**src/inc/ald_pkg.sv**
```systemverilog
// shared constants and types for the arithmetic/logic opcode decoder
package ald_pkg;

	// decoded operation classes
	typedef enum logic [3:0] {
		K_NONE, K_SMUL, K_SMUL_IMM, K_UDIV, K_SDIV, K_ADJ_MUL, K_ADJ_DIV,
		K_BYTE_SEXT, K_WORD_SEXT, K_SHIFT, K_AND, K_TEST, K_OR
	} ald_kind_t;

	// operand forms
	typedef enum logic [2:0] {
		F_IMPLIED, F_RM_REG, F_RM_IMM, F_ACC_IMM, F_SH_ONE, F_SH_CNT, F_SH_IMM
	} ald_form_t;

	// byte collection, load and run states
	typedef enum logic [2:0] {
		S_OP, S_MODRM, S_SECOND, S_DISP, S_IMM, S_LOAD, S_RUN
	} ald_state_t;

	// opcode classification
	typedef struct packed {
		ald_kind_t kind;
		ald_form_t form;
		logic has_modrm;
		logic second;
		logic [1:0] imm_len;
		logic legal;
	} ald_cls_t;

	// decoded instruction handed to the datapath
	typedef struct packed {
		ald_kind_t kind;
		ald_form_t form;
		logic word;
		logic dir;
		logic mem;
		logic [1:0] mod_f;
		logic [2:0] reg_f;
		logic [2:0] rm_f;
		logic [15:0] disp;
		logic [15:0] imm;
		logic [8:0] cycles;
	} ald_dec_t;

	////////////////////////////////////////////////////////////////////////
	// execution cycle counts
	localparam logic [8:0] C_SMUL_RB = 9'h019;
	localparam logic [8:0] C_SMUL_RW = 9'h022;
	localparam logic [8:0] C_SMUL_MB = 9'h01f;
	localparam logic [8:0] C_SMUL_MW = 9'h028;
	localparam logic [3:0] SPAN_SMUL = 4'h3;
	localparam logic [8:0] C_SIGNED_MULTIPLY_R = 9'h016;
	localparam logic [8:0] C_SIGNED_MULTIPLY_M = 9'h01d;
	localparam logic [8:0] C_UDIV_RB = 9'h01d;
	localparam logic [8:0] C_UDIV_RW = 9'h026;
	localparam logic [8:0] C_UDIV_MB = 9'h023;
	localparam logic [8:0] C_UDIV_MW = 9'h02c;
	localparam logic [8:0] C_SDIV_RB = 9'h02c;
	localparam logic [8:0] C_SDIV_RW = 9'h035;
	localparam logic [8:0] C_SDIV_MB = 9'h032;
	localparam logic [8:0] C_SDIV_MW = 9'h03b;
	localparam logic [3:0] SPAN_SDIV = 4'h8;
	localparam logic [8:0] C_ADJ_MUL = 9'h013;
	localparam logic [8:0] C_ADJ_DIV = 9'h00f;
	localparam logic [8:0] C_BSEXT = 9'h002;
	localparam logic [8:0] C_WSEXT = 9'h004;
	localparam logic [8:0] C_SH1_R = 9'h002;
	localparam logic [8:0] C_SH1_M = 9'h00f;
	localparam logic [8:0] C_SHN_R = 9'h005;
	localparam logic [8:0] C_SHN_M = 9'h011;
	localparam logic [8:0] C_LOG_RR = 9'h003;
	localparam logic [8:0] C_LOG_RM = 9'h00a;
	localparam logic [8:0] C_LOG_IR = 9'h004;
	localparam logic [8:0] C_LOG_IM = 9'h010;
	localparam logic [8:0] C_TEST_IM = 9'h00a;
	localparam logic [8:0] C_ACC_B = 9'h003;
	localparam logic [8:0] C_ACC_W = 9'h004;
	localparam logic [8:0] C_NARROW_ADD = 9'h004;
	localparam logic [8:0] C_IDLE = 9'h001;

	// fixed second byte of the decimal adjust pair
	localparam logic [7:0] ADJ_SECOND = 8'h0a;
	// reset and idle value of the execution cycle down-counter
	localparam logic [8:0] RST_CYCLES = 9'h000;

endpackage : ald_pkg

```
**src/logic/ald_opclass.sv**
```systemverilog
// opcode and modrm reg field classification
`timescale 1ns/100ps
module ald_opclass (
	// opcode and reg field
	input wire logic [7:0] op_in,
	input wire logic [2:0] reg_in,
	// classification
	output ald_pkg::ald_cls_t cls_out
);

	always_comb begin
		cls_out.kind = ald_pkg::K_NONE;
		cls_out.form = ald_pkg::F_IMPLIED;
		cls_out.has_modrm = 1'b0;
		cls_out.second = 1'b0;
		cls_out.imm_len = 2'h0;
		cls_out.legal = 1'b1;
		if (op_in[7:1] == 7'h7b) begin
			cls_out.has_modrm = 1'b1;
			cls_out.form = ald_pkg::F_RM_REG;
			unique case (reg_in)
				3'h0: begin
					cls_out.kind = ald_pkg::K_TEST;
					cls_out.form = ald_pkg::F_RM_IMM;
					cls_out.imm_len = op_in[0] ? 2'h2 : 2'h1;
				end
				3'h5: cls_out.kind = ald_pkg::K_SMUL;
				3'h6: cls_out.kind = ald_pkg::K_UDIV;
				3'h7: cls_out.kind = ald_pkg::K_SDIV;
				default: cls_out.legal = 1'b0;
			endcase
		end else if (op_in[7:2] == 6'h1a && op_in[0]) begin
			cls_out.kind = ald_pkg::K_SMUL_IMM;
			cls_out.form = ald_pkg::F_RM_IMM;
			cls_out.has_modrm = 1'b1;
			cls_out.imm_len = op_in[1] ? 2'h1 : 2'h2;
		end else if (op_in == 8'hd4) begin
			cls_out.kind = ald_pkg::K_ADJ_MUL;
			cls_out.second = 1'b1;
		end else if (op_in == 8'hd5) begin
			cls_out.kind = ald_pkg::K_ADJ_DIV;
			cls_out.second = 1'b1;
		end else if (op_in == 8'h98) begin
			cls_out.kind = ald_pkg::K_BYTE_SEXT;
		end else if (op_in == 8'h99) begin
			cls_out.kind = ald_pkg::K_WORD_SEXT;
		end else if (op_in[7:2] == 6'h34) begin
			cls_out.kind = ald_pkg::K_SHIFT;
			cls_out.has_modrm = 1'b1;
			cls_out.form = op_in[1] ? ald_pkg::F_SH_CNT : ald_pkg::F_SH_ONE;
			cls_out.legal = reg_in != 3'h6;
		end else if (op_in[7:1] == 7'h60) begin
			cls_out.kind = ald_pkg::K_SHIFT;
			cls_out.has_modrm = 1'b1;
			cls_out.form = ald_pkg::F_SH_IMM;
			cls_out.imm_len = 2'h1;
			cls_out.legal = reg_in != 3'h6;
		end else if (op_in[7:2] == 6'h08) begin
			cls_out.kind = ald_pkg::K_AND;
			cls_out.form = ald_pkg::F_RM_REG;
			cls_out.has_modrm = 1'b1;
		end else if (op_in[7:1] == 7'h40) begin
			cls_out.has_modrm = 1'b1;
			cls_out.form = ald_pkg::F_RM_IMM;
			cls_out.imm_len = op_in[0] ? 2'h2 : 2'h1;
			unique case (reg_in)
				3'h4: cls_out.kind = ald_pkg::K_AND;
				3'h1: cls_out.kind = ald_pkg::K_OR;
				default: cls_out.legal = 1'b0;
			endcase
		end else if (op_in[7:1] == 7'h12 || op_in[7:1] == 7'h54 || op_in[7:1] == 7'h06) begin
			// accumulator forms: and, test, or
			cls_out.kind = op_in[7:1] == 7'h12 ? ald_pkg::K_AND :
				(op_in[7:1] == 7'h54 ? ald_pkg::K_TEST : ald_pkg::K_OR);
			cls_out.form = ald_pkg::F_ACC_IMM;
			cls_out.imm_len = op_in[0] ? 2'h2 : 2'h1;
		end else if (op_in[7:1] == 7'h42 || op_in[7:2] == 6'h02) begin
			cls_out.kind = op_in[7] ? ald_pkg::K_TEST : ald_pkg::K_OR;
			cls_out.form = ald_pkg::F_RM_REG;
			cls_out.has_modrm = 1'b1;
		end else begin
			cls_out.legal = 1'b0;
		end
	end

endmodule : ald_opclass

```
**src/logic/ald_cycle_timer.sv**
```systemverilog
// execution cycle down-counter
`timescale 1ns/100ps
module ald_cycle_timer (
	// clock and reset
	input wire logic clk_in,
	input wire logic rst_b_in,
	// load
	input wire logic load_in,
	input wire logic [8:0] count_in,
	// status
	output logic busy_out,
	output logic done_out
);

	logic [8:0] cnt_reg;

	always_ff @(posedge clk_in or negedge rst_b_in) begin
		if (!rst_b_in) begin
			cnt_reg <= ald_pkg::RST_CYCLES;
		end else if (load_in) begin
			cnt_reg <= count_in;
		end else if (cnt_reg != ald_pkg::RST_CYCLES) begin
			cnt_reg <= cnt_reg - 9'h001;
		end
	end

	assign busy_out = cnt_reg != ald_pkg::RST_CYCLES;
	assign done_out = cnt_reg == 9'h001;

endmodule : ald_cycle_timer

```
**src/logic/ald_opcode_decode.sv**
```systemverilog
// arithmetic/logic opcode decoder with execution timing
//
// Contract
// - f6/f7 reg 101 is signed multiply: reg byte 25-28, reg word 34-37.
// - 011010s1 is immediate signed multiply; second data byte only if s=0.
// - f6/f7 reg 110 is unsigned divide: 29, 38, 35, 44 cycles.
// - f6/f7 reg 111 is signed divide: 44-52, 53-61, 50-58, 59-67 cycles.
// - d4 then 0a is decimal adjust after multiply, 19 cycles.
// - d5 then 0a is decimal adjust before divide, 15 cycles.
// - 98 sign-extends low accumulator byte to word in 2 cycles.
// - 99 sign-extends accumulator word into data register in 4 cycles.
// - shifts come by one, by count register, or by immediate count byte.
// - shift reg field picks rotate, rotate-carry, left, logical or arithmetic right.
// - and: register form 3/10, immediate 4/16, accumulator 3/4.
// - test ands into flags only, never writes a result.
// - or: register form, immediate reg field 001, accumulator form.
// - on the narrow bus, word memory transfers cost 4 more cycles each.
`timescale 1ns/100ps
module ald_opcode_decode (
	// clock and reset
	input wire logic clk_in,
	input wire logic rst_b_in,
	// prefetch queue
	input wire logic [7:0] q_byte_in,
	input wire logic q_valid_in,
	output logic q_ready_out,
	// datapath status
	input wire logic [7:0] count_reg_in,
	input wire logic [3:0] var_cycles_in,
	// narrow bus strap pin
	input wire logic narrow_bus_in,
	// decoded instruction
	output ald_pkg::ald_dec_t dec_out,
	output logic dec_valid_out,
	output logic busy_out,
	output logic exec_done_out,
	output logic result_write_out,
	// undecoded instruction and the byte that rejected it
	output logic foreign_out,
	output logic [7:0] foreign_byte_out
);

	ald_pkg::ald_state_t state_reg, state_next;
	ald_pkg::ald_cls_t cls;
	ald_pkg::ald_kind_t kind_reg;
	ald_pkg::ald_form_t form_reg;
	ald_pkg::ald_dec_t dec_reg;
	logic [7:0] op_reg;
	logic [7:0] modrm_reg;
	logic modrm_used_reg;
	logic [15:0] disp_reg;
	logic [15:0] imm_reg;
	logic [1:0] imm_len_reg;
	logic [1:0] left_reg;
	logic first_reg;
	logic nb_meta_reg, nb_sync_reg;
	logic dec_valid_reg, foreign_reg;
	logic [7:0] foreign_byte_reg;
	logic take, illegal, load, t_busy, t_done;
	logic [1:0] dl_now, imm_len_now;
	logic [8:0] cyc_next;

	////////////////////////////////////////////////////////////////////////
	// classification and byte intake

	ald_opclass u_class (
		.op_in(state_reg == ald_pkg::S_OP ? q_byte_in : op_reg),
		.reg_in(state_reg == ald_pkg::S_MODRM ? q_byte_in[5:3] : modrm_reg[5:3]),
		.cls_out(cls)
	);

	function automatic logic [1:0] disp_len(input logic [7:0] b);
		if (b[7:6] == 2'h1) begin
			disp_len = 2'h1;
		end else if (b[7:6] == 2'h2 || (b[7:6] == 2'h0 && b[2:0] == 3'h6)) begin
			disp_len = 2'h2;
		end else begin
			disp_len = 2'h0;
		end
	endfunction : disp_len

	assign q_ready_out = state_reg == ald_pkg::S_OP || state_reg == ald_pkg::S_MODRM ||
		state_reg == ald_pkg::S_SECOND || state_reg == ald_pkg::S_DISP ||
		state_reg == ald_pkg::S_IMM;
	assign take = q_valid_in && q_ready_out;
	assign dl_now = disp_len(q_byte_in);
	assign imm_len_now = (state_reg == ald_pkg::S_OP || state_reg == ald_pkg::S_MODRM) ?
		cls.imm_len : imm_len_reg;
	// group legality is only known once the modrm byte is in
	assign illegal = take && ((state_reg == ald_pkg::S_OP && !cls.has_modrm && !cls.legal) ||
		(state_reg == ald_pkg::S_MODRM && !cls.legal) ||
		(state_reg == ald_pkg::S_SECOND && q_byte_in != ald_pkg::ADJ_SECOND));
	assign load = state_reg == ald_pkg::S_LOAD;

	always_comb begin
		state_next = state_reg;
		unique case (state_reg)
			ald_pkg::S_OP: if (take && !illegal) begin
				if (cls.has_modrm) begin
					state_next = ald_pkg::S_MODRM;
				end else if (cls.second) begin
					state_next = ald_pkg::S_SECOND;
				end else if (cls.imm_len != 2'h0) begin
					state_next = ald_pkg::S_IMM;
				end else begin
					state_next = ald_pkg::S_LOAD;
				end
			end
			ald_pkg::S_MODRM: if (take) begin
				if (illegal) begin
					state_next = ald_pkg::S_OP;
				end else if (dl_now != 2'h0) begin
					state_next = ald_pkg::S_DISP;
				end else if (cls.imm_len != 2'h0) begin
					state_next = ald_pkg::S_IMM;
				end else begin
					state_next = ald_pkg::S_LOAD;
				end
			end
			ald_pkg::S_SECOND: if (take) begin
				state_next = illegal ? ald_pkg::S_OP : ald_pkg::S_LOAD;
			end
			ald_pkg::S_DISP: if (take && left_reg == 2'h1) begin
				state_next = imm_len_reg != 2'h0 ? ald_pkg::S_IMM : ald_pkg::S_LOAD;
			end
			ald_pkg::S_IMM: if (take && left_reg == 2'h1) begin
				state_next = ald_pkg::S_LOAD;
			end
			ald_pkg::S_LOAD: state_next = ald_pkg::S_RUN;
			ald_pkg::S_RUN: if (t_done) begin
				state_next = ald_pkg::S_OP;
			end
			default: state_next = ald_pkg::S_OP;
		endcase
	end

	always_ff @(posedge clk_in or negedge rst_b_in) begin
		if (!rst_b_in) begin
			state_reg <= ald_pkg::S_OP;
		end else begin
			state_reg <= state_next;
		end
	end

	// opcode, modrm and class capture
	always_ff @(posedge clk_in or negedge rst_b_in) begin
		if (!rst_b_in) begin
			op_reg <= 8'h00;
			modrm_reg <= 8'h00;
			modrm_used_reg <= 1'b0;
			kind_reg <= ald_pkg::K_NONE;
			form_reg <= ald_pkg::F_IMPLIED;
			imm_len_reg <= 2'h0;
		end else if (take && (state_reg == ald_pkg::S_OP || state_reg == ald_pkg::S_MODRM)) begin
			if (state_reg == ald_pkg::S_OP) begin
				op_reg <= q_byte_in;
				modrm_used_reg <= cls.has_modrm;
			end else begin
				modrm_reg <= q_byte_in;
			end
			kind_reg <= cls.kind;
			form_reg <= cls.form;
			imm_len_reg <= cls.imm_len;
		end
	end

	// displacement and immediate bytes, low byte first
	always_ff @(posedge clk_in or negedge rst_b_in) begin
		if (!rst_b_in) begin
			left_reg <= 2'h0;
			first_reg <= 1'b0;
			disp_reg <= 16'h0000;
			imm_reg <= 16'h0000;
		end else if (take && state_reg == ald_pkg::S_OP) begin
			disp_reg <= 16'h0000;
			imm_reg <= 16'h0000;
			left_reg <= imm_len_now;
			first_reg <= 1'b1;
		end else if (take && state_reg == ald_pkg::S_MODRM) begin
			left_reg <= dl_now != 2'h0 ? dl_now : imm_len_now;
			first_reg <= 1'b1;
		end else if (take && state_reg == ald_pkg::S_DISP) begin
			if (first_reg) begin
				disp_reg[7:0] <= q_byte_in;
			end else begin
				disp_reg[15:8] <= q_byte_in;
			end
			left_reg <= left_reg == 2'h1 ? imm_len_reg : left_reg - 2'h1;
			first_reg <= left_reg == 2'h1;
		end else if (take && state_reg == ald_pkg::S_IMM) begin
			if (first_reg) begin
				imm_reg[7:0] <= q_byte_in;
			end else begin
				imm_reg[15:8] <= q_byte_in;
			end
			left_reg <= left_reg - 2'h1;
			first_reg <= 1'b0;
		end
	end

	////////////////////////////////////////////////////////////////////////
	// strap synchroniser, pin is not on the core clock

	always_ff @(posedge clk_in or negedge rst_b_in) begin
		if (!rst_b_in) begin
			nb_meta_reg <= 1'b0;
			nb_sync_reg <= 1'b0;
		end else begin
			nb_meta_reg <= narrow_bus_in;
			nb_sync_reg <= nb_meta_reg;
		end
	end

	////////////////////////////////////////////////////////////////////////
	// execution cycle count

	always_comb begin
		logic mem, word, rmw;
		logic [8:0] base, extra, n;
		logic [3:0] span, var_n;
		mem = modrm_used_reg && modrm_reg[7:6] != 2'h3;
		word = op_reg[0];
		// register destination of the d form only reads memory once
		rmw = kind_reg == ald_pkg::K_SHIFT || ((kind_reg == ald_pkg::K_AND ||
			kind_reg == ald_pkg::K_OR) && !(form_reg == ald_pkg::F_RM_REG && op_reg[1]));
		n = form_reg == ald_pkg::F_SH_CNT ? {1'b0, count_reg_in} : {1'b0, imm_reg[7:0]};
		span = 4'h0;
		base = ald_pkg::C_IDLE;
		unique case (kind_reg)
			ald_pkg::K_SMUL: begin
				base = mem ? (word ? ald_pkg::C_SMUL_MW : ald_pkg::C_SMUL_MB) :
					(word ? ald_pkg::C_SMUL_RW : ald_pkg::C_SMUL_RB);
				span = ald_pkg::SPAN_SMUL;
			end
			ald_pkg::K_SMUL_IMM: begin
				base = mem ? ald_pkg::C_SIGNED_MULTIPLY_M : ald_pkg::C_SIGNED_MULTIPLY_R;
				span = ald_pkg::SPAN_SMUL;
			end
			ald_pkg::K_UDIV: base = mem ? (word ? ald_pkg::C_UDIV_MW : ald_pkg::C_UDIV_MB) :
				(word ? ald_pkg::C_UDIV_RW : ald_pkg::C_UDIV_RB);
			ald_pkg::K_SDIV: begin
				base = mem ? (word ? ald_pkg::C_SDIV_MW : ald_pkg::C_SDIV_MB) :
					(word ? ald_pkg::C_SDIV_RW : ald_pkg::C_SDIV_RB);
				span = ald_pkg::SPAN_SDIV;
			end
			ald_pkg::K_ADJ_MUL: base = ald_pkg::C_ADJ_MUL;
			ald_pkg::K_ADJ_DIV: base = ald_pkg::C_ADJ_DIV;
			ald_pkg::K_BYTE_SEXT: base = ald_pkg::C_BSEXT;
			ald_pkg::K_WORD_SEXT: base = ald_pkg::C_WSEXT;
			ald_pkg::K_SHIFT: base = form_reg == ald_pkg::F_SH_ONE ?
				(mem ? ald_pkg::C_SH1_M : ald_pkg::C_SH1_R) :
				(mem ? ald_pkg::C_SHN_M : ald_pkg::C_SHN_R) + n;
			default: begin
				// and, test, or
				if (form_reg == ald_pkg::F_ACC_IMM) begin
					base = word ? ald_pkg::C_ACC_W : ald_pkg::C_ACC_B;
				end else if (form_reg == ald_pkg::F_RM_REG) begin
					base = mem ? ald_pkg::C_LOG_RM : ald_pkg::C_LOG_RR;
				end else if (kind_reg == ald_pkg::K_TEST) begin
					base = mem ? ald_pkg::C_TEST_IM : ald_pkg::C_LOG_IR;
				end else if (kind_reg != ald_pkg::K_NONE) begin
					base = mem ? ald_pkg::C_LOG_IM : ald_pkg::C_LOG_IR;
				end
			end
		endcase
		// data-dependent part comes from the datapath, clamped to the range span
		var_n = var_cycles_in > span ? span : var_cycles_in;
		extra = (nb_sync_reg && word && mem) ?
			(rmw ? ald_pkg::C_NARROW_ADD + ald_pkg::C_NARROW_ADD : ald_pkg::C_NARROW_ADD) :
			9'h000;
		cyc_next = base + {5'h00, var_n} + extra;
	end

	ald_cycle_timer u_timer (
		.clk_in(clk_in),
		.rst_b_in(rst_b_in),
		.load_in(load),
		.count_in(cyc_next),
		.busy_out(t_busy),
		.done_out(t_done)
	);

	////////////////////////////////////////////////////////////////////////
	// outputs

	always_ff @(posedge clk_in or negedge rst_b_in) begin
		if (!rst_b_in) begin
			dec_reg <= '0;
			dec_valid_reg <= 1'b0;
		end else begin
			dec_valid_reg <= load;
			if (load) begin
				dec_reg.kind <= kind_reg;
				dec_reg.form <= form_reg;
				dec_reg.word <= op_reg[0];
				dec_reg.dir <= form_reg == ald_pkg::F_RM_REG && op_reg[1];
				dec_reg.mem <= modrm_used_reg && modrm_reg[7:6] != 2'h3;
				dec_reg.mod_f <= modrm_reg[7:6];
				dec_reg.reg_f <= modrm_reg[5:3];
				dec_reg.rm_f <= modrm_reg[2:0];
				dec_reg.disp <= disp_reg;
				dec_reg.imm <= imm_reg;
				dec_reg.cycles <= cyc_next;
			end
		end
	end

	always_ff @(posedge clk_in or negedge rst_b_in) begin
		if (!rst_b_in) begin
			foreign_reg <= 1'b0;
			foreign_byte_reg <= 8'h00;
		end else begin
			foreign_reg <= illegal;
			if (illegal) begin
				foreign_byte_reg <= q_byte_in;
			end
		end
	end

	assign dec_out = dec_reg;
	assign dec_valid_out = dec_valid_reg;
	assign busy_out = t_busy;
	assign exec_done_out = t_done;
	assign result_write_out = t_done && dec_reg.kind != ald_pkg::K_TEST;
	assign foreign_out = foreign_reg;
	assign foreign_byte_out = foreign_byte_reg;

	////////////////////////////////////////////////////////////////////////
	// checks

	chk_smul_reg_time: assert property (@(posedge clk_in) disable iff (!rst_b_in)
		dec_valid_out && dec_out.kind == ald_pkg::K_SMUL && !dec_out.mem |->
		dec_out.cycles >= (dec_out.word ? 9'h022 : 9'h019) &&
		dec_out.cycles <= (dec_out.word ? 9'h025 : 9'h01c))
		else $error("signed multiply cycle count out of range");

	chk_signed_multiply_imm_time: assert property (@(posedge clk_in) disable iff (!rst_b_in)
		dec_valid_out && dec_out.kind == ald_pkg::K_SMUL_IMM && !dec_out.mem |->
		dec_out.cycles inside {[9'h016:9'h019]})
		else $error("immediate multiply cycle count out of range");

	chk_udiv_reg_time: assert property (@(posedge clk_in) disable iff (!rst_b_in)
		dec_valid_out && dec_out.kind == ald_pkg::K_UDIV && !dec_out.mem |->
		##(0) dec_out.cycles == (dec_out.word ? 9'h026 : 9'h01d))
		else $error("unsigned divide cycle count wrong");

	chk_sdiv_span: assert property (@(posedge clk_in) disable iff (!rst_b_in)
		dec_valid_out && dec_out.kind == ald_pkg::K_SDIV && !dec_out.mem && !dec_out.word |->
		dec_out.cycles inside {[9'h02c:9'h034]})
		else $error("signed divide cycle count out of range");

	chk_adjust_done: assert property (@(posedge clk_in) disable iff (!rst_b_in)
		dec_valid_out && dec_out.kind == ald_pkg::K_ADJ_MUL |->
		!exec_done_out [*8] ##11 exec_done_out ##1 q_ready_out)
		else $error("adjust after multiply did not finish in 19 cycles");

	chk_sext_done: assert property (@(posedge clk_in) disable iff (!rst_b_in)
		dec_valid_out && dec_out.kind == ald_pkg::K_BYTE_SEXT |-> ##1 exec_done_out)
		else $error("byte sign extend did not finish in 2 cycles");

	chk_shift_count: assert property (@(posedge clk_in) disable iff (!rst_b_in)
		dec_valid_out && dec_out.kind == ald_pkg::K_SHIFT && dec_out.form == ald_pkg::F_SH_CNT &&
		!dec_out.mem |-> dec_out.cycles == 9'h005 + {1'b0, $past(count_reg_in)})
		else $error("shift by count register cycle count wrong");

	chk_shift_field: assert property (@(posedge clk_in) disable iff (!rst_b_in)
		dec_valid_out && dec_out.kind == ald_pkg::K_SHIFT |-> dec_out.reg_f != 3'h6)
		else $error("undefined shift operation decoded");

	chk_test_no_write: assert property (@(posedge clk_in) disable iff (!rst_b_in)
		busy_out && dec_out.kind == ald_pkg::K_TEST |-> !result_write_out)
		else $error("flag-only and wrote a result");

	chk_narrow_add: assert property (@(posedge clk_in) disable iff (!rst_b_in)
		dec_valid_out && dec_out.kind == ald_pkg::K_UDIV && dec_out.mem && dec_out.word |->
		dec_out.cycles == ($past(nb_sync_reg) ? 9'h030 : 9'h02c))
		else $error("narrow bus word memory penalty wrong");

endmodule : ald_opcode_decode

```
**config.mk**
```make
export PLATFORM = sky130hd
export DESIGN_NAME = ald_opcode_decode
export DESIGN_NICKNAME = d
export VERILOG_FILES = /design/src/inc/ald_pkg.sv /design/src/logic/ald_opclass.sv /design/src/logic/ald_cycle_timer.sv /design/src/logic/ald_opcode_decode.sv
export SDC_FILE = /design/constraint.sdc
export NUM_CORES = 1
export LEC_CHECK = 0
export BUFFER_PORTS_ARGS = -buffer_cell sky130_fd_sc_hd__buf_2
export CAP_MARGIN = 15
export CORE_MARGIN = 10
export CORE_UTILIZATION = 55
export DETAILED_ROUTE_END_ITERATION = 10
export GPL_TIMING_DRIVEN = 0
export MAX_ROUTING_LAYER = met4
export PLACE_DENSITY = 0.83
export SETUP_SLACK_MARGIN = 0.2
export SYNTH_ARGS = -nofsm -noshare
export SYNTH_HDL_FRONTEND = slang
export SYNTH_SLANG_ARGS = --single-unit
```
**constraint.sdc**
```tcl
create_clock -name clk_in -period 6.4 [get_ports clk_in]
set_clock_uncertainty 0.05 [all_clocks]
set_input_delay 1.28 -clock clk_in [delete_from_list [all_inputs] [get_ports clk_in]]
set_output_delay 1.28 -clock clk_in [all_outputs]
set_load 0.02 [all_outputs]
```
==> qor.yml, run 1 <==
grt_remaining_overflow: 0
post-route-period-util_pct: 78.4
global_route.usage.total_pct: 24.5
tightestPinTransition_ps: 829
nets: 1104
finalWeightedCongestion: 0.969
ant_nets: 0
number_of_cells_traversed_by_the_worst_register_to_register_path: 17
fin_worst_hold_slack_ps: 295
hpwl_mm: 17.5
n_antenna_cell: 0
crit_type: "reg2reg"
r2r-end: "u_timer.cnt_reg[7]$_DFFE_PN0P_"
ys_ff_latch: 144
synth_top_cell_by_area: "sky130_fd_sc_hd__dfrtp_1"
worst_hold_path.endpoint: "nb_sync_reg$_DFF_PN0_"
initial_core_utilization_pct: 56.0
critical_path_required_ps: 6620
synth_async_sr_flop_share_pct: 100
number_of_rows_in_the_core_area: 44
setup.reg_to_reg.worst_slack_ps: 1380
worst_path_largest_cell_delay_ps: 540
clkLatencyLatePin_ps: 430
rsz0062_at_grt: "no"
final-seq-area_um2: 3600
die_w_um: 141
clock.fmax_ghz: 0.199
cp_cell_sequence: "clkbuf_1 > nand3b_1 > clkbuf_1 > mux2_2 > ha_1 > xor2_1 > o21ai_0 > o211ai_1 > nand2_1 > fa_1 > inv_1 > fa_1 > a21o_1 > a21oi_1 > nor3_1 > mux2i_1 > o21ai_0"
worst_setup_hold_path_clk_slew_ps: 60
hold_viol_final: 0
grt_first_pass_wirelength_mm: 38.7
post_layout_nonfiller_instances: 1254
min-delay-start: "nb_meta_reg$_DFF_PN0_"
drv_cap: 0
synth_fp_nets: 990
crit_arrival_ps: 5240
drt_drc_violations_left: 0
route.vias.total: 7634
number_of_setup_buffers_added_after_cts: 0
power.ir.vdd_worst_v: 0.000315
largest_reg_flops: 59
chipHeight_um: 141
final.fill_count: 1187
cp_max_fo: 10
viasPerCell: 6.09
grt_pass1_vias: 7529
synthCells: 943
synth_largest_type_area_fraction_pct: 44.5
ys.flop_type: "sky130_fd_sc_hd__dfrtp_1"
mappedNetlistArea_um2: 8110
pwr_dens_nw_per_um2: 578
drive_gt1_share_pct: 16.8
worst_slew_margin_pct: 44.5
multi_input_gate_area_um2: 4140
synth_cell_types: 81
cts_made_buffers: 17
cts_tree: "built"
netlist_top_cells_count: "250 x sky130_fd_sc_hd__nand2_1, 144 x sky130_fd_sc_hd__dfrtp_1, 86 x sky130_fd_sc_hd__o21ai_0, 56 x sky130_fd_sc_hd__nor2_1, 49 x sky130_fd_sc_hd__clkbuf_1"
setup_viol: 0
outcome: "finished clean"
timing.critical_path.slowest_stage_cell: "sky130_fd_sc_hd__fa_1"
grt_antenna_before_repair: 0
ctsRootBufferMaster: "sky130_fd_sc_hd__clkbuf_16"
postCtsHoldBufs: 0
grt_start_max_net_pins: 80
cts.htree.levels: 4
yosysWarningCount: 0
power.leakage_nw: 4.54
clock_sinks: 144
drt-initial-drc-count: 682
setup_tns_ps: 0
design.die.area_um2: 20000
fp.coreArea_um2: 14500
routedWlPerCell_um: 19.3
placedCellCount: 1222
final_period_minus_worst_setup_slack_ps: 5020
pin_count: 97
synth-edff-count: 0
avgSynthCellArea_um2: 8.60
firstDrtPassIters: 6
min_path_type: "reg2reg"
holdPathStages: 0
cts.repair.resized: 0
max-clock-path-buffers: 2
worst_setup_path_end_kind: "register"
numPortBuffers: 94
startpoint_type: "register"
design_power_total_mw: 5.44
yosysSeqAreaShare_pct: 44.5
finalMaxSlewViolations: 0
post_synth_main_area_contributors: "sky130_fd_sc_hd__dfrtp_1 44%, sky130_fd_sc_hd__nand2_1 12%, sky130_fd_sc_hd__o21ai_0 5.3%"
areaGrowthSynthToFinish_pct: 16.2
post-synth-top-count-cell: "sky130_fd_sc_hd__nand2_1"
finalWirelength_mm: 24.2
launch_point_of_the_worst_reg_to_reg_path: "form_reg[1]$_DFFE_PN0P_"
-- report_power, final --
group	internal (mW)	total, mW	switching (mW)
Clock	0.591	0.992	0.401
Sequential	1.31	1.58	0.270
Combinational	1.03	2.87	1.84
Total	2.93	5.44	2.51
-- worst max-delay path, delay by kind of cell (launching register included) --
| kind | cells | cell delay (ps) |
|---|---|---|
| mux | 2 | 690 |
| compound gates | 5 | 940 |
| buf+inv | 3 | 840 |
| flops | 1 | 320 |
| fa+ha+maj | 3 | 1350 |
| xor+xnor | 1 | 170 |
| simple gates | 3 | 500 |
-- kinds of logic (layout without fill, tap and decap cells) --
| family | after synthesis | count (layout) | share of synthesized area, % |
|---|---|---|---|
| fa+ha+maj | 23 | 23 | 3.83 |
| buf+inv | 91 | 218 | 4.52 |
| xor+xnor | 19 | 19 | 2.05 |
| mux | 34 | 34 | 4.99 |
| simple gates | 421 | 421 | 23.6 |
| compound gates | 211 | 211 | 16.6 |
| flops | 144 | 144 | 44.5 |
-- metrics by stage --
stage / instance area (um^2) / setup slack (ps) / utilization (%)
floorplan: 8110 / 2160 / -
global placement: 8810 / 1520 / 60.8
finish: 9420 / 1380 / 65.1
global route: 9420 / 1070 / 65.1
detailed placement: 8840 / 1450 / 61.1
CTS: 9420 / 1430 / 65.1
-- worst max-delay path by stage --
stage                                 start                        endpoint  slack [ps]  cells after the start
floorplan                   count_reg_in[2]          dec_out[6]$_DFFE_PN0P_        2160                     16
global placement    form_reg[1]$_DFFE_PN0P_  u_timer.cnt_reg[8]$_DFFE_PN0P_        1520                     19
finish              form_reg[1]$_DFFE_PN0P_  u_timer.cnt_reg[7]$_DFFE_PN0P_        1380                     17
detailed placement  form_reg[1]$_DFFE_PN0P_  u_timer.cnt_reg[8]$_DFFE_PN0P_        1450                     19
global route        form_reg[1]$_DFFE_PN0P_          dec_out[8]$_DFFE_PN0P_        1070                     19
CTS                 form_reg[1]$_DFFE_PN0P_  u_timer.cnt_reg[8]$_DFFE_PN0P_        1430                     19
-- metal layers --
layer	vias up	track usage, %	part of all wire, %
li1	3494	-	-
met1	3671	29.8	41
met2	404	38.6	47
met3	65	6.24	9.2
met4	0	9.63	2.9
met5	-	-	0
-- cell type report --
type                       instances  area share [%]
multi-input combinational        708            43.9
buffer                            60            2.66
sequential                       144            38.2
clock buffer                      22            4.82
inverter                          31            1.24
tap                              184            2.44
timing repair buffer              95            5.35
clock inverter                    10            1.35
-- cells in the final DEF (no fill, tap or decap), drive strengths merged, types with 8 or more instances in the layout --
cell | Yosys | final
o21ai | 90 | 90
clkbuf | 49 | 71
nor2 | 57 | 57
nand2 | 250 | 250
o22ai | 8 | 8
a31oi | 11 | 11
xnor2 | 13 | 13
nand3 | 17 | 17
o211ai | 8 | 8
buf | 11 | 106
mux2 | 27 | 27
nand4 | 10 | 10
a21oi | 39 | 39
inv | 30 | 33
dfrtp | 144 | 144
nor3 | 21 | 21
ha | 20 | 20
Note: power is estimated with default switching activity, not from simulation.
==> run 2: changes to the inputs <==
--- a/config.mk
+++ b/config.mk
@@ -5,6 +5,7 @@
 export SDC_FILE = /design/constraint.sdc
 export NUM_CORES = 1
 export LEC_CHECK = 0
+export ABC_AREA = 1
 export BUFFER_PORTS_ARGS = -buffer_cell sky130_fd_sc_hd__buf_2
 export CAP_MARGIN = 15
 export CORE_MARGIN = 10
==> constraint.sdc (replaced) <==
create_clock -name clk_in -period 5.1 [get_ports clk_in]
set_clock_uncertainty 0.05 [all_clocks]
set_input_delay 1.02 -clock clk_in [delete_from_list [all_inputs] [get_ports clk_in]]
set_output_delay 1.02 -clock clk_in [all_outputs]
set_load 0.02 [all_outputs]
==> run 2 against run 1 <==
Cell count increased by 8.2%. Critical path depth up 3. Via count decreased by 2.6%. Register-to-register slack got worse by 750 ps. Sequential share of layout area rose by 1.3 points. Setup slack worse by 750 ps.
==> qor.yml, run 2 <==
ant_nets: 0  # unchanged
critical_path_required_ps: 5360  # was 6620 ps
finalWirelength_mm: 21.9  # was 24.2 mm
setup_viol: 0  # unchanged
yosysSeqAreaShare_pct: 46.4  # was 44.5%
nets: 1211  # was 1,104
final_period_minus_worst_setup_slack_ps: 4460  # was 5020 ps
viasPerCell: 5.48  # was 6.09
numPortBuffers: 96  # was 94
pwr_dens_nw_per_um2: 281  # was 578 nW/um^2
finalMaxSlewViolations: 0  # unchanged
postCtsHoldBufs: 0  # unchanged
n_antenna_cell: 0  # unchanged
outcome: "finished clean"  # unchanged
rsz0062_at_grt: "no"  # unchanged
finalWeightedCongestion: 0.994  # was 0.969
synth_fp_nets: 1095  # was 990
fp.coreArea_um2: 13900  # was 14,500 um^2
worst_slew_margin_pct: 48.0  # was 44.5%
min_path_type: "reg2reg"  # unchanged
holdPathStages: 0  # unchanged
firstDrtPassIters: 6  # unchanged
cts_made_buffers: 17  # unchanged
worst_setup_path_end_kind: "register"  # unchanged
number_of_cells_traversed_by_the_worst_register_to_register_path: 20  # was 17
max-clock-path-buffers: 2  # unchanged
layout.cell_area.non_filler_um2: 9120  # was 9420 um^2
post-synth-top-count-cell: "sky130_fd_sc_hd__nand2_1"  # unchanged
worst_hold_path.endpoint: "nb_sync_reg$_DFF_PN0_"  # unchanged
mostFrequentLayoutCells: "334 x sky130_fd_sc_hd__nand2_1, 144 x sky130_fd_sc_hd__dfrtp_1, 126 x sky130_fd_sc_hd__o21ai_0"  # was 250 x sky130_fd_sc_hd__nand2_1, 144 x sky130_fd_sc_hd__dfrtp_1, 98 x sky130_fd_sc_hd__buf_2
yosysWarningCount: 0  # unchanged
synthCells: 1048  # was 943
mappedNetlistArea_um2: 7770  # was 8110 um^2
synth_cell_types: 46  # was 81
chipHeight_um: 139  # was 141 um
synth_xor_area_share_pct: 0.676  # was 2.05%
crit_type: "reg2reg"  # unchanged
startpoint_type: "register"  # unchanged
largest_family_of_logic_cells_by_synthesized_area: "simple AND/OR/NAND/NOR gates"  # unchanged
clock.fmax_ghz: 0.224  # was 0.199 GHz
drt_drc_violations_left: 0  # unchanged
drive_gt1_share_pct: 13.7  # was 16.8%
synth-edff-count: 0  # unchanged
r2r-end: "dec_out[8]$_DFFE_PN0P_"  # was u_timer.cnt_reg[7]$_DFFE_PN0P_
post_synth_main_area_contributors: "sky130_fd_sc_hd__dfrtp_1 46%, sky130_fd_sc_hd__nand2_1 16%, sky130_fd_sc_hd__o21ai_0 8.1%"  # was sky130_fd_sc_hd__dfrtp_1 44%, sky130_fd_sc_hd__nand2_1 12%, sky130_fd_sc_hd__o21ai_0 5.3%
grt_antenna_before_repair: 0  # unchanged
muxShareOfSynthArea_pct: 0  # was 4.99%
min-delay-start: "nb_meta_reg$_DFF_PN0_"  # unchanged
ys_ff_latch: 144  # unchanged
setup.reg_to_reg.worst_slack_ps: 640  # was 1380 ps
drt-initial-drc-count: 692  # was 682
cp_max_fo: 12  # was 10
crit_arrival_ps: 4720  # was 5240 ps
synth-simple-area-share_pct: 28.2  # was 23.6%
placed_area_um2: 8510  # was 8840 um^2
worst_setup_hold_path_clk_slew_ps: 60  # about the same
fraction_of_the_mapped_netlist_area_in_compound_gates_pct: 13.2  # was 16.6%
pin_count: 97  # unchanged
hold_viol_final: 0  # unchanged
launch_point_of_the_worst_reg_to_reg_path: "modrm_reg[7]$_DFFE_PN0P_"  # was form_reg[1]$_DFFE_PN0P_
synth-adder-area-share_pct: 3.99  # was 3.83%
grt_pass1_vias: 7115  # was 7,529
ctsRootBufferMaster: "sky130_fd_sc_hd__clkbuf_16"  # unchanged
design_power_total_mw: 2.57  # was 5.44 mW
clkLatencyLatePin_ps: 430  # about the same
route.vias.total: 7437  # was 7,634
power.leakage_nw: 4.87  # was 4.54 nW
post-route-period-util_pct: 87.5  # was 78.4%
synth_top_cell_by_area: "sky130_fd_sc_hd__dfrtp_1"  # unchanged
power.ir.vdd_worst_v: 0.000262  # was 0.000315 V
grt_first_pass_wirelength_mm: 35.7  # was 38.7 mm
synth_async_sr_flop_share_pct: 100  # unchanged
clock_sinks: 144  # unchanged
hpwl_mm: 16.4  # was 17.5 mm
ys.flop_type: "sky130_fd_sc_hd__dfrtp_1"  # unchanged
synth_largest_type_area_fraction_pct: 46.4  # was 44.5%
areaGrowthSynthToFinish_pct: 17.4  # was 16.2%
initial_core_utilization_pct: 56.0  # about the same
netlist_top_cells_count: "334 x sky130_fd_sc_hd__nand2_1, 144 x sky130_fd_sc_hd__dfrtp_1, 126 x sky130_fd_sc_hd__o21ai_0, 112 x sky130_fd_sc_hd__inv_1, 101 x sky130_fd_sc_hd__nor2_1"  # was 250 x sky130_fd_sc_hd__nand2_1, 144 x sky130_fd_sc_hd__dfrtp_1, 86 x sky130_fd_sc_hd__o21ai_0, 56 x sky130_fd_sc_hd__nor2_1, 49 x sky130_fd_sc_hd__clkbuf_1
tightestPinTransition_ps: 780  # was 829 ps
setup_tns_ps: 0  # unchanged
number_of_rows_in_the_core_area: 43  # was 44
drv_cap: 0  # unchanged
cts_tree: "built"  # unchanged
die_w_um: 139  # was 141 um
grt_start_max_net_pins: 105  # was 80
routedWlPerCell_um: 16.2  # was 19.3 um
largest_reg_flops: 59  # unchanged
design.die.area_um2: 19300  # was 20,000 um^2
cts.htree.levels: 4  # unchanged
layout_commonest_cell: "sky130_fd_sc_hd__nand2_1"  # unchanged
grt_remaining_overflow: 0  # unchanged
avgSynthCellArea_um2: 7.41  # was 8.60 um^2
timing.critical_path.from: "modrm_reg[7]$_DFFE_PN0P_"  # was form_reg[1]$_DFFE_PN0P_
global_route.usage.total_pct: 23.0  # was 24.5%
## run 2: how the worst max path moves through the flow
stage	end	cells after the start
floorplan	dec_out[8]$_DFFE_PN0P_	20
global placement	dec_out[8]$_DFFE_PN0P_	20
detailed placement	dec_out[8]$_DFFE_PN0P_	20
CTS	u_timer.cnt_reg[8]$_DFFE_PN0P_	20
global route	u_timer.cnt_reg[8]$_DFFE_PN0P_	23
finish	dec_out[8]$_DFFE_PN0P_	20
## run 2: layer usage
layer / part of all wire, % / track usage [%] / up-vias
met1: 43 / 29.3 / 3515
met4: 1.4 / 5.82 / 0
met3: 7.1 / 5.41 / 32
li1: - / - / 3606
met2: 48 / 36.3 / 284
met5: 0 / - / -
## run 2: area by class of cell
type                       count  area (um^2)
timing repair buffer          97          514
buffer                        31          141
tap                          180          225
clock buffer                  19          443
sequential                   144         3600
fill                        1212         4760
multi-input combinational    755         3600
clock inverter                13          149
inverter                     118          443
## run 2: kinds of logic after synthesis
kind of cell    after synthesis
flops                       144
compound gates              191
xor+xnor                      6
simple gates                535
buf+inv                     149
fa+ha+maj                    23
## run 2: worst max-delay path, stage by stage, from the launching register on
cell and delay (ps):
sky130_fd_sc_hd__dfrtp_1 460, sky130_fd_sc_hd__a21oi_4 380, sky130_fd_sc_hd__inv_1 280, sky130_fd_sc_hd__ha_1 390, sky130_fd_sc_hd__nand2_1 90, sky130_fd_sc_hd__inv_1 70, sky130_fd_sc_hd__nor2_1 40, sky130_fd_sc_hd__o21ai_0 170
sky130_fd_sc_hd__o21ai_0 130, sky130_fd_sc_hd__o32ai_2 310, sky130_fd_sc_hd__fa_1 450, sky130_fd_sc_hd__inv_1 110, sky130_fd_sc_hd__ha_1 240, sky130_fd_sc_hd__a21oi_1 140, sky130_fd_sc_hd__nor2_1 70, sky130_fd_sc_hd__o21ai_0 260
sky130_fd_sc_hd__nand2_1 120, sky130_fd_sc_hd__nand3b_1 150, sky130_fd_sc_hd__nor2_1 50, sky130_fd_sc_hd__o21ai_0 280, sky130_fd_sc_hd__nand2_1 80
## run 2: what timing repair did
action	4_1_cts	5_1_grt
setup endpoints to repair	5	4
hold endpoints to repair	0	0
resized for setup	1	2
buffers inserted	0	0
## run 2: metrics by stage
stage | setup WS, ps | hold slack, ps | utilization [%] | cells
floorplan | 1160 | 281 | - | 1048
global placement | 65.4 | 286 | 61.1 | 1324
global route | 204 | 327 | 65.7 | 1357
detailed placement | 11.0 | 289 | 61.3 | 1325
CTS | 403 | 303 | 65.6 | 1357
finish | 637 | 298 | 65.7 | 1357
## run 2: power breakdown
group,internal [mW],switching [mW]
registers,1.16,0.00929
logic,0.0470,0.104
clock network,0.740,0.509
total,1.94,0.623
